==> config.mk <==
export PLATFORM = sky130hd
export DESIGN_NAME = pfc_top
export DESIGN_NICKNAME = d
export VERILOG_FILES = /design/src/shared/pfc_pkg.sv /design/src/core/pfc_fifo.sv /design/src/core/pfc_top.sv
export VERILOG_INCLUDE_DIRS = /design/src /design/src/shared
export SDC_FILE = /design/constraint.sdc
export NUM_CORES = 2
export LEC_CHECK = 0
export BUFFER_PORTS_ARGS = -buffer_cell sky130_fd_sc_hd__buf_2
export CAP_MARGIN = 10
export CORE_ASPECT_RATIO = 2
export CORE_MARGIN = 5
export CORE_UTILIZATION = 60
export CTS_BUF_LIST = sky130_fd_sc_hd__clkbuf_8
export DETAILED_ROUTE_END_ITERATION = 8
export PLACE_DENSITY = 0.76
export SLEW_MARGIN = 20
export SYNTH_ARGS = -nofsm -noshare
export SYNTH_HDL_FRONTEND = slang
export SYNTH_SLANG_ARGS = --single-unit
==> constraint.sdc <==
create_clock -name ref_clk -period 35.7 [get_ports ref_clk]
set_input_delay 5.355 -clock ref_clk [delete_from_list [all_inputs] [get_ports ref_clk]]
set_output_delay 5.355 -clock ref_clk [all_outputs]
set_load 0.05 [all_outputs]
==> src/shared/pfc_params.svh <==
// constants for the pixel format converter
`ifndef PFC_PARAMS_SVH
`define PFC_PARAMS_SVH
// output format codes
`define PFC_FMT_RGB32    3'h0
`define PFC_FMT_RGB24    3'h1
`define PFC_FMT_RGB16    3'h2
`define PFC_FMT_YUY2     3'h3
`define PFC_FMT_Y41P     3'h4
`define PFC_FMT_PLANAR2  3'h5
`define PFC_FMT_PLANAR1  3'h6
`define PFC_FMT_Y8       3'h7
// fixed point coefficients, scaled by 256
`define PFC_K_Y          12'h12a
`define PFC_K_RCR        12'h199
`define PFC_K_GCR        12'h0d0
`define PFC_K_GCB        12'h064
`define PFC_K_BCB        12'h204
`define PFC_Y_OFS        8'h10
`define PFC_C_OFS        8'h80
`define PFC_FRAC_BITS    8
`define PFC_FIFO_DEPTH   32
`define PFC_STAT_PXV     4'h0
`endif

==> src/shared/pfc_pkg.sv <==
// types for the pixel format converter
package pfc_pkg;
  typedef struct packed {
    logic [7:0] y;
    logic [7:0] c;
    logic       is_cb;
  } pfc_pix_in_t;
  typedef struct packed {
    logic [3:0]  status;
    logic [31:0] pixel_word;
  } pfc_fifo_word_t;
endpackage

==> src/core/pfc_fifo.sv <==
// small synchronous fifo for the converter output
`timescale 1ns/100ps
module pfc_fifo #(
  parameter int WIDTH = 36,
  parameter int DEPTH = 32
) (
  input  wire logic             ref_clk,
  input  wire logic             resetn,
  input  wire logic [WIDTH-1:0] in_data,
  input  wire logic             in_valid,
  output logic                  in_ready,
  output logic [WIDTH-1:0]      out_data,
  output logic                  out_valid,
  input  wire logic             out_ready
);
  localparam int AW = $clog2(DEPTH);
  logic [WIDTH-1:0] mem_q [DEPTH];
  logic [AW-1:0]    wr_q, rd_q;
  logic [AW:0]      cnt_q;
  logic             push, pop;
  assign push      = in_valid && in_ready;
  assign pop       = out_valid && out_ready;
  assign in_ready  = (cnt_q != (AW+1)'(DEPTH));
  assign out_valid = (cnt_q != '0);
  assign out_data  = mem_q[rd_q];
  // storage has no reset: contents only read when counted valid
  always_ff @(posedge ref_clk) begin
    if (push) begin
      mem_q[wr_q] <= in_data;
    end
  end
  // pointers and occupancy
  always_ff @(posedge ref_clk) begin
    if (!resetn) begin
      wr_q  <= '0;
      rd_q  <= '0;
      cnt_q <= '0;
    end else begin
      if (push) begin
        wr_q <= (wr_q == AW'(DEPTH-1)) ? '0 : wr_q + 1'b1;
      end
      if (pop) begin
        rd_q <= (rd_q == AW'(DEPTH-1)) ? '0 : rd_q + 1'b1;
      end
      cnt_q <= cnt_q + (AW+1)'(push) - (AW+1)'(pop);
    end
  end
endmodule // pfc_fifo

==> src/core/pfc_top.sv <==
// pixel format converter: 4:2:2 in, formatted words into the output fifo
`timescale 1ns/100ps
`include "pfc_params.svh"
module pfc_top import pfc_pkg::*; #(
  parameter int DEPTH = `PFC_FIFO_DEPTH
) (
  input  wire logic                 ref_clk,
  input  wire logic                 resetn,
  input  wire logic [16:0]          pix_in,
  input  wire logic                 pix_valid,
  input  wire logic                 line_start,
  input  wire logic [2:0]           out_format,
  input  wire logic                 gamma_remove,
  input  wire logic                 byte_swap,
  input  wire logic                 word_swap,
  input  wire logic                 vbi_capture,
  output logic                      pix_ready,
  output logic [35:0]               fifo_input_word,
  output logic                      out_valid,
  input  wire logic                 out_ready
);
  // ==========================================================
  // input stage: collect a 2-pixel group (y0 cb y1 cr)
  // ==========================================================
  pfc_pix_in_t in_s;
  assign in_s = pix_in;
  logic [7:0] y0_q, y1_q, cb_q, cr_q, pcb_q, pcr_q, ny_q, ncb_q, y0_prev_q;
  logic [1:0] ph_q;
  logic       have_prev_q, grp_q, first_q;
  logic       fifo_ready;
  logic       adv;
  assign adv = pix_valid && pix_ready;
  // group capture; is_cb selects y0/cb, otherwise y1/cr (ph_q stays 0)
  always_ff @(posedge ref_clk) begin
    if (!resetn) begin
      ph_q <= 2'h0;
      grp_q <= 1'b0;
      y0_q <= 8'h00;
      y1_q <= 8'h00;
      cb_q <= 8'h80;
      cr_q <= 8'h80;
    end else begin
      grp_q <= 1'b0;
      if (line_start) begin
        ph_q <= 2'h0;
      end else if (adv) begin
        if (in_s.is_cb) begin
          y0_q <= in_s.y;
          cb_q <= in_s.c;
        end else begin
          y1_q <= in_s.y;
          cr_q <= in_s.c;
          grp_q <= 1'b1;
        end
      end
    end
  end
  // previous group chroma for interpolation (one group of lookahead)
  always_ff @(posedge ref_clk) begin
    if (!resetn || line_start) begin
      pcb_q <= 8'h80;
      pcr_q <= 8'h80;
      have_prev_q <= 1'b0;
      first_q <= 1'b1;
    end else if (grp_q) begin
      pcb_q <= cb_q;
      pcr_q <= cr_q;
      have_prev_q <= 1'b1;
      first_q <= 1'b0;
    end
  end
  // ==========================================================
  // colour conversion
  // ==========================================================
  function automatic logic [7:0] pfc_clamp(input logic signed [21:0] v);
    logic signed [21:0] s;
    s = v >>> `PFC_FRAC_BITS;
    if (s < 0) begin
      return 8'h00;
    end else if (s > 22'sd255) begin
      return 8'hff;
    end
    return s[7:0];
  endfunction
  function automatic logic [23:0] pfc_rgb(input logic [7:0] y, input logic [7:0] cb, input logic [7:0] cr);
    logic signed [21:0] yt, cbt, crt, r, g, b;
    yt  = $signed({14'h0, y}) - $signed({14'h0, `PFC_Y_OFS});
    cbt = $signed({14'h0, cb}) - $signed({14'h0, `PFC_C_OFS});
    crt = $signed({14'h0, cr}) - $signed({14'h0, `PFC_C_OFS});
    yt  = yt * $signed({10'h0, `PFC_K_Y});
    r = yt + crt * $signed({10'h0, `PFC_K_RCR});
    g = yt - crt * $signed({10'h0, `PFC_K_GCR}) - cbt * $signed({10'h0, `PFC_K_GCB});
    b = yt + cbt * $signed({10'h0, `PFC_K_BCB});
    return {pfc_clamp(r), pfc_clamp(g), pfc_clamp(b)};
  endfunction
  // gamma removal approximated by squaring law, same for both fields
  function automatic logic [7:0] pfc_gamma(input logic [7:0] v, input logic en);
    logic [15:0] sq;
    sq = v * v;
    return en ? sq[15:8] : v;
  endfunction
  logic [7:0] cb_odd, cr_odd;
  logic       is_rgb;
  logic [23:0] rgb0, rgb1, rgb0_g, rgb1_g;
  // even chroma direct, odd chroma averaged with the next even sample
  assign cb_odd = 8'(({1'b0, pcb_q} + {1'b0, cb_q}) >> 1);
  assign cr_odd = 8'(({1'b0, pcr_q} + {1'b0, cr_q}) >> 1);
  assign is_rgb = (out_format == `PFC_FMT_RGB32) || (out_format == `PFC_FMT_RGB24) ||
                  (out_format == `PFC_FMT_RGB16);
  // previous group pixels: even uses its own chroma, odd uses averages
  assign rgb0 = pfc_rgb(ny_q, pcb_q, pcr_q);
  assign rgb1 = pfc_rgb(y0_prev_q, cb_odd, cr_odd);
  assign rgb0_g = {pfc_gamma(rgb0[23:16], gamma_remove && is_rgb), pfc_gamma(rgb0[15:8], gamma_remove && is_rgb),
                   pfc_gamma(rgb0[7:0], gamma_remove && is_rgb)};
  assign rgb1_g = {pfc_gamma(rgb1[23:16], gamma_remove && is_rgb), pfc_gamma(rgb1[15:8], gamma_remove && is_rgb),
                   pfc_gamma(rgb1[7:0], gamma_remove && is_rgb)};
  // luma of previous group held for the delayed conversion
  always_ff @(posedge ref_clk) begin
    if (!resetn) begin
      ny_q <= 8'h10;
      y0_prev_q <= 8'h10;
      ncb_q <= 8'h80;
    end else if (grp_q) begin
      ny_q <= y0_q;
      y0_prev_q <= y1_q;
      ncb_q <= cb_q;
    end
  end
  // ==========================================================
  // word assembly
  // ==========================================================
  logic [31:0] pw;
  logic        pw_ok;
  logic [1:0]  grp_cnt_q;
  logic [7:0]  cbsum, crsum;
  // 4:1:1: sum of position n and n+2, saturated to a byte
  assign cbsum = ({1'b0, pcb_q} + {1'b0, cb_q}) > 9'h0ff ? 8'hff : 8'(pcb_q + cb_q);
  assign crsum = ({1'b0, pcr_q} + {1'b0, cr_q}) > 9'h0ff ? 8'hff : 8'(pcr_q + cr_q);
  always_comb begin
    pw = 32'h0;
    pw_ok = 1'b0;
    unique case (out_format)
      `PFC_FMT_RGB32: begin
        pw = {8'h00, rgb0_g};
        pw_ok = grp_q && have_prev_q;
      end
      `PFC_FMT_RGB24, `PFC_FMT_RGB16: begin
        pw = {rgb1_g[15:8], rgb0_g};
        pw_ok = grp_q && have_prev_q;
      end
      `PFC_FMT_YUY2, `PFC_FMT_PLANAR2: begin
        // planar words carry 4:2:2 data, split downstream
        pw = {cr_q, y1_q, cb_q, y0_q};
        pw_ok = grp_q;
      end
      `PFC_FMT_Y41P, `PFC_FMT_PLANAR1: begin
        pw = {crsum, y1_q, cbsum, y0_q};
        pw_ok = grp_q && have_prev_q && !grp_cnt_q[0];
      end
      `PFC_FMT_Y8: begin
        pw = {y1_q, y0_q, ny_q, y0_prev_q};
        pw_ok = grp_q && grp_cnt_q[0];
      end
    endcase
  end
  // group counter for 4:1:1 positions 0,4,8
  always_ff @(posedge ref_clk) begin
    if (!resetn || line_start) begin
      grp_cnt_q <= 2'h0;
    end else if (grp_q) begin
      grp_cnt_q <= grp_cnt_q + 2'h1;
    end
  end
  // ==========================================================
  // byte remap and fifo
  // ==========================================================
  logic bs, ws;
  logic [31:0] sw;
  assign bs = byte_swap && !vbi_capture;
  assign ws = word_swap && !vbi_capture;
  // lane 0 holds the first scan-line byte only when neither byte nor word swap is in effect; in Y8 only under byte swap alone (vbi_capture forces both off)
  always_comb begin
    unique case ({ws, bs})
      2'b00: sw = pw;
      2'b01: sw = {pw[23:16], pw[31:24], pw[7:0], pw[15:8]};
      2'b10: sw = {pw[15:0], pw[31:16]};
      2'b11: sw = {pw[7:0], pw[15:8], pw[23:16], pw[31:24]};
    endcase
  end
  pfc_fifo_word_t fw;
  assign fw.status = `PFC_STAT_PXV;
  assign fw.pixel_word = sw;
  logic [35:0] fo_data;
  logic        fo_valid;
  // fifo decouples converter from the dma side
  pfc_fifo #(.WIDTH(36), .DEPTH(DEPTH)) u_fifo (
    .ref_clk  (ref_clk),
    .resetn   (resetn),
    .in_data  (fw),
    .in_valid (pw_ok),
    .in_ready (fifo_ready),
    .out_data (fo_data),
    .out_valid(fo_valid),
    .out_ready(out_ready || !out_valid)
  );
  // registered output stage and stall: input stops while fifo full
  always_ff @(posedge ref_clk) begin
    if (!resetn) begin
      fifo_input_word <= 36'h0;
      out_valid <= 1'b0;
      pix_ready <= 1'b0;
    end else begin
      pix_ready <= fifo_ready && !grp_q;
      if (out_ready || !out_valid) begin
        out_valid <= fo_valid;
        fifo_input_word <= fo_data;
      end
    end
  end
endmodule // pfc_top

# Yosys cells after proc, flatten, opt, wreduce, memory -nomap -nowiden
# Memories as Yosys holds them, arrays and structs flattened. A register that Yosys moved wholly into a read port is not among the register bits.
# Index checks and enable logic that the tools add are counted.
[classes] bitwise_logic=4 reduce_logical=30 n_addsub=21 eq_ne=13 n_mul=12 magnitude_cmp=10 mux=34
[ops] op="$pmux W32 S5" n=1
[ops] op="$mux W8" n=18
[ops] op="$pmux W32 S4" n=1
[ops] op="$mul A8 B8 Y16" n=4
[ops] op="$mul A9 B9 Y18 const B" n=3
[ops] op="$sub A20 B17 Y21" n=2
[ops] op="$sub A19 B18 Y20" n=2
[ops] op="$gt A13 B9 Y1 const B" n=3
[ops] op="$lt A13 B1 Y1 const B" n=3
[ops] op="$sub A8 B8 Y9 const B" n=4
[ops] op="$mul A9 B6 Y15 const B" n=2
[ops] op="$mul A9 B5 Y14 const B" n=2
[ops] op="$add A19 B20 Y21" n=1
[ops] op="$add A19 B19 Y20" n=1
[ops] op="$mul A9 B10 Y19 const B" n=1
[ops] op="$add A8 B8 Y9" n=2
[ops] op="$gt A9 B8 Y1 const B" n=2
[ops] op="$sub A8 B5 Y9 const B" n=2
[ops] op="$add A8 B8 Y8" n=2
[ops] op="$eq A3 B3 Y1 const B" n=4
[ops] op="$gt A12 B9 Y1 const B" n=1
[ops] op="$lt A12 B1 Y1 const B" n=1
[ops] op="$mux W1" n=11
[ops] op="$add A5 B1 Y5 const B" n=2
[ops] op="other kinds (21)" n=49
[totals] register_bits=122 ram_bits=1024 word_cells=142 n_memories=1 out_inout_bits=38
[memory_table] memory="u_fifo.mem_q" depth=32 word_bits=32 rd=1 rd_ports_with_merged_regs=1 wr=1 line_no="pfc_fifo.sv:17" text="logic [WIDTH-1:0] mem_q [DEPTH];"

# Logic depth before layout (Yosys ltp)
[logic_depth] depth_word=13 mapped_depth=57

# Hierarchy
# From an unflattened synthesis, not the netlist that was laid out.
[unflattened] cells_unflattened=5263 hier_area_um2=69369.0
[by_module_without_submodules] module="pfc_fifo" n_inst=1 seq_area_each_um2=35013.6 cells_per_inst=2277 area_each_um2=45238.4
[by_module_without_submodules] module="pfc_top" n_inst=1 seq_area_each_um2=2102.0 cells_per_inst=2986 area_each_um2=24130.6

# Worst setup path after synthesis
# OpenSTA, ideal clock, no wires.
[synth_timing] path_kind="register to register" startpoint="register ny_q[4]" endpoint="memory u_fifo.mem_q[0][23] (netlist name) (data pin)" synth_period_minus_slack_ns=13.255 path_stages_with_launch=50 path_buffers=2 t_arrival_ns=12.788 setup_slack_ns=22.445 required_ns=35.233 path_cell_list="dfxtp_1 > inv_1 > ha_1 > nor3b_1 > clkbuf_1 > ha_1 > ha_1 > inv_1 > fa_1 > fa_1 > inv_1 > ha_1 > inv_1 > o21bai_1 > a21oi_1 > o21bai_1 > a21oi_1 > o21bai_1 > (+14 left out) > inv_1 > fa_1 > fa_1 > inv_1 > fa_1 > fa_1 > inv_1 > ha_1 > a21oi_1 > nor2_1 > o21ai_0 > nand2_1 > a21oi_1 > a31o_1 > mux2_4 > nand2_1 > o21ai_1 > a211oi_1"
[synth_via] elab_chain_len=12 word_cells_on_any_way=32
[synth_rtl] element="from (decl)" line_no="pfc_top.sv:27" text="logic [7:0] y0_q, y1_q, cb_q, cr_q, pcb_q, pcr_q, ny_q, ncb_q, y0_prev_q;"
[synth_rtl] element="from (signal assigned)" line_no="pfc_top.sv:124" text="ny_q <= y0_q;"
[synth_rtl] element="$sub A8 B5 Y9 (*)" line_no="pfc_top.sv:87" text="yt = $signed({14'h0, y}) - $signed({14'h0, `PFC_Y_OFS});"
[synth_rtl] element="$mul A9 B9 Y18 (*)" line_no="pfc_top.sv:90" text="yt = yt * $signed({10'h0, `PFC_K_Y});"
[synth_rtl] element="$sub A19 B18 Y20" line_no="pfc_top.sv:92" text="g = yt - crt * $signed({10'h0, `PFC_K_GCR}) - cbt * $signed({10'h0, `PFC_K_GCB});"
[synth_rtl] element="$sub A20 B17 Y21" line_no="pfc_top.sv:92"
[synth_rtl] element="$gt A13 B9 Y1" line_no="pfc_top.sv:80" text="end else if (s > 22'sd255) begin"
[synth_rtl] element="$mux W1" line_no="pfc_top.sv:80"
[synth_rtl] element="$mux W1" line_no="pfc_top.sv:78" text="if (s < 0) begin"
[synth_rtl] element="$mux W8" line_no="pfc_top.sv:83" text="return s[7:0];"
[synth_rtl] element="$mul A8 B8 Y16" line_no="pfc_top.sv:99" text="sq = v * v;"
[synth_rtl] element="$mux W8" line_no="pfc_top.sv:100" text="return en ? sq[15:8] : v;"
[synth_rtl] element="$pmux W32 S5 (*)" line_no="pfc_top.sv:142" text="unique case (out_format)"
[synth_rtl] element="$pmux W32 S4 (*)" line_no="pfc_top.sv:183" text="unique case ({ws, bs})"
[synth_rtl] element="via sw[23]" line_no="pfc_top.sv:178" text="logic [31:0] sw;"
[synth_rtl] element="to (decl)" line_no="pfc_fifo.sv:17"
# The timed path passes the listed nets; every way through them passes the cells marked *.

# Final worst setup path
[layout_timing] startpoint="register ny_q[4]" endpoint="memory u_fifo.mem_q[14][16] (netlist name) (data pin)"
# The elaborated chain is that of the path after synthesis.

==> impl_metrics.csv <==
group,metric,value,unit
status,status,"finished, final reports clean",
power,clockPowerShare,14.4,%
drt,vias,40590,
cts,clkLatencyLatePin,0.85,ns
synthesis,ys_ff_latch,1141,
sta,fmax,70.22,MHz
power,internal_power,3.656,mW
worst_setup_path,worst-setup-path-type,"flop to flop",
floorplan,start_util,60.26,%
sta,slew_headroom,22.45,%
placement,globalplace.congestion,1.030,
sta,post-route-period-util,39.89,%
synthesis,seq_area_frac_synth,51.94,%
sta,rsz0062_at_grt,"false",
floorplan,ios,67,
floorplan,die_w,240.4,um
cells_and_area,num-fill-cells,7551,
synthesis,yosysWarnings,0,
cts,clk_path_buf_depth,3,
sta,setup_tns,0,ns
worst_setup_path,cpPeakStageDelay,0.92,ns
worst_setup_path,cp_max_fo,32,
sta,skew,0.03415,ns
sta,final_max_slew_viol_count,0,
worst_setup_path,rrSetupSlack,21.46,ns
synthesis,synth_edf_count,1024,
sta,worstMarginPinSlew,1.163,ns
worst_setup_path,cp_slowest_cell,"a22o_1",
global_routing,antenna_found_initial,7,
hold_path,hold-path-cell-count,2,
global_routing,first_global_vias,42150,
cts,cts_sinks,1141,
drt,drc,0,
floorplan,coreArea,105700,um^2
drt,antenna_left,0,
worst_setup_path,crit_family,"adder cells",
global_routing,grt_pass1_wl,264200,um
worst_setup_path,cpMostUsedCell,"ha_1",
worst_setup_path,worstPathArrival,14.71,ns
power,power_density,94.24,nW/um^2
power,p_leak,26.37,nW
worst_setup_path,r2r-end,"u_fifo.mem_q[14][16]",
power,max-vdd-ir-drop,0.0002231,V
placement,place_hpwl,124500,um
cts,postCtsSetupBuffers,0,
drt,dr.pass1.iters,6,
synthesis,synthDistinctLibCells,104,
synthesis,synth_top_flop_cell,"edfxtp_1",
cts,cts_max_level,4,
placement,io_buffers,62,
sta,fin_crit,14.24,ns
cts,cts-root-buf,"clkbuf_8",
job,drv_cap,0,
cells_and_area,area_growth_syn_to_layout,8.432,%
synthesis,syn_area_per_cell,13.75,um^2
drt,first_iter_violations,3929,
worst_setup_path,crit_path_start_kind,"flop",
drt,wire_per_inst,28.84,um
power,p_sw,2.855,mW
floorplan,die_h,470.9,um
sta,hold_viol,0,
drt,via_per_inst,6.484,
cts,hold_buffers,0,
worst_setup_path,r2r_start,"ny_q[4]",
hold_path,hold_end,"have_prev_q",
cells_and_area,fin_nets,5442,
worst_setup_path,r2r_cells,46,
synthesis,syn_inst,4635,
global_routing,grt_overflow,0,
floorplan,die_area,113200,um^2
cts,cts_resized,0,
cells_and_area,drive_gt1_share,16.65,%
synthesis,synth_area,63710,um^2
cts,clk_pin_slew,0.08,ns
sta,setup_viol,0,
power,comb_power_share,57.9,%
global_routing,grt_max_degree,98,
worst_setup_path,cp.required,36.17,ns
hold_path,hold_start,"have_prev_q",
sta,holdWs,0.4724,ns
cts,tritoncts,"done",
power,p_sw_share,43.85,%
floorplan,rows,169,
global_routing,grt_usage,32.00,%
drt,wirelength,180500,um
hold_path,hp-class,"flop to flop",
worst_setup_path,path_buf_inv,8,
synthesis,synth_async_sr_flop_share,0,%
cts,numCtsBuffers,149,
power,pwr-share-seq,27.7,%
worst_setup_path,end_kind,"flop",
==> placed cells by master, fill, tap and decap left out, drive strengths merged, types with 83 or more instances in the layout <==
| cell type | n |
|---|---|
| o21ai | 139 |
| fa | 201 |
| ha | 446 |
| dfxtp | 117 |
| nand2 | 225 |
| inv | 568 |
| buf | 152 |
| mux2i | 83 |
| xnor2 | 110 |
| a21oi | 214 |
| nor2 | 310 |
| mux4 | 320 |
| edfxtp | 1024 |
| clkbuf | 166 |
==> state kept, by name (all words and copies together), names as in the netlist <==
signal,cells
cb_q,8
cr_q,8
fifo_input_word,32
grp_cnt_q,1
grp_q,1
have_prev_q,1
ny_q,8
out_valid,1
pcb_q,8
pcr_q,8
pix_ready,1
u_fifo.cnt_q,6
u_fifo.mem_q,1024
u_fifo.rd_q,5
u_fifo.wr_q,5
y0_prev_q,8
y0_q,8
y1_q,8
==> power groups by stage <==
stage | clock network [mW] | logic, mW | registers, mW
6_report | 0.937 | 3.77 | 1.80
3_3_place_gp | 0 | 3.65 | 1.83
5_1_grt | 1.01 | 4.14 | 1.81
2_1_floorplan | 0 | 2.63 | 1.84
3_5_place_dp | 0 | 3.71 | 1.83
4_1_cts | 0.952 | 3.73 | 1.80
==> through the flow <==
| step | setup slack [ns] | std cells | power [mW] | util [%] | area, um^2 |
|---|---|---|---|---|---|
| CTS | 21.35 | 6256 | 6.485 | 65.27 | 69010 |
| global placement | 21.62 | 5983 | 5.483 | 62.57 | 66150 |
| floorplan | 22.44 | 4638 | 4.476 | - | 63730 |
| finish | 21.46 | 6260 | 6.511 | 65.35 | 69090 |
| detailed placement | 21.44 | 5983 | 5.540 | 62.57 | 66150 |
| global route | 20.85 | 6257 | 6.957 | 65.34 | 69080 |
==> worst max path at each step <==
stage | startpoint | end | slack, ns | cells past startpoint
after floorplan | ny_q[4] | u_fifo.mem_q[0][23] | 22.44 | 49
after global placement | ny_q[4] | u_fifo.mem_q[12][30] | 21.62 | 51
after detailed placement | ny_q[4] | u_fifo.mem_q[22][7] | 21.44 | 55
after CTS | ny_q[4] | u_fifo.mem_q[13][30] | 21.35 | 47
after global routing | ny_q[4] | u_fifo.mem_q[22][16] | 20.85 | 48
final | ny_q[4] | u_fifo.mem_q[14][16] | 21.46 | 46
==> layer usage <==
layer / track usage, % / part of all wire (%) / vias to the layer above
met5: 0 / 0.0072 / -
met1: 34.59 / 31 / 20240
met2: 56.35 / 53 / 2175
li1: - / - / 17550
met3: 4.969 / 7.4 / 623
met4: 22.92 / 8.8 / 2
==> cells in the mapped netlist (55+ instances only) <==
cell      number  area, um^2
mux4_2       320        7207
xor2_1        56       490.5
o21ai_0      118       590.6
ha_1         446        5580
a21oi_1      214        1071
mux2i_1       83       830.8
a211oi_1      55       412.9
inv_1        518        1944
clkbuf_1     118       442.9
xnor2_1      110       963.4
nand2_1      225       844.6
nor2_1       308        1156
dfxtp_1      117        2342
fa_1         201        4024
edfxtp_1    1024       30750
==> kinds of logic after synthesis <==
kind of cell / share of synthesized area [%]
compound gates: 7.712
xor+xnor: 2.282
fa+ha+maj: 15.07
buf+inv: 4.171
flops: 51.94
mux: 12.75
other cells: 0.005886
simple gates: 6.068
==> area by class of cell <==
| type | count | area [um^2] | area share [%] |
|---|---|---|---|
| well taps | 1368 | 1712 | 2.477 |
| clock inverters | 107 | 576.8 | 0.8349 |
| clock buffers | 166 | 2285 | 3.307 |
| multi-input cells | 2799 | 28430 | 41.15 |
| diodes | 4 | 10.01 | 0.01449 |
| inverters | 523 | 1966 | 2.845 |
| flip-flops and latches | 1141 | 33110 | 47.93 |
| repair buffers | 152 | 998.5 | 1.445 |
==> tightest hold or removal path, stage by stage (launching register included) <==
cell     delay [ns]
dfxtp_1        0.31
nor2_1         0.08
nor2_1         0.04
Note: power is estimated with default switching activity, not from simulation.
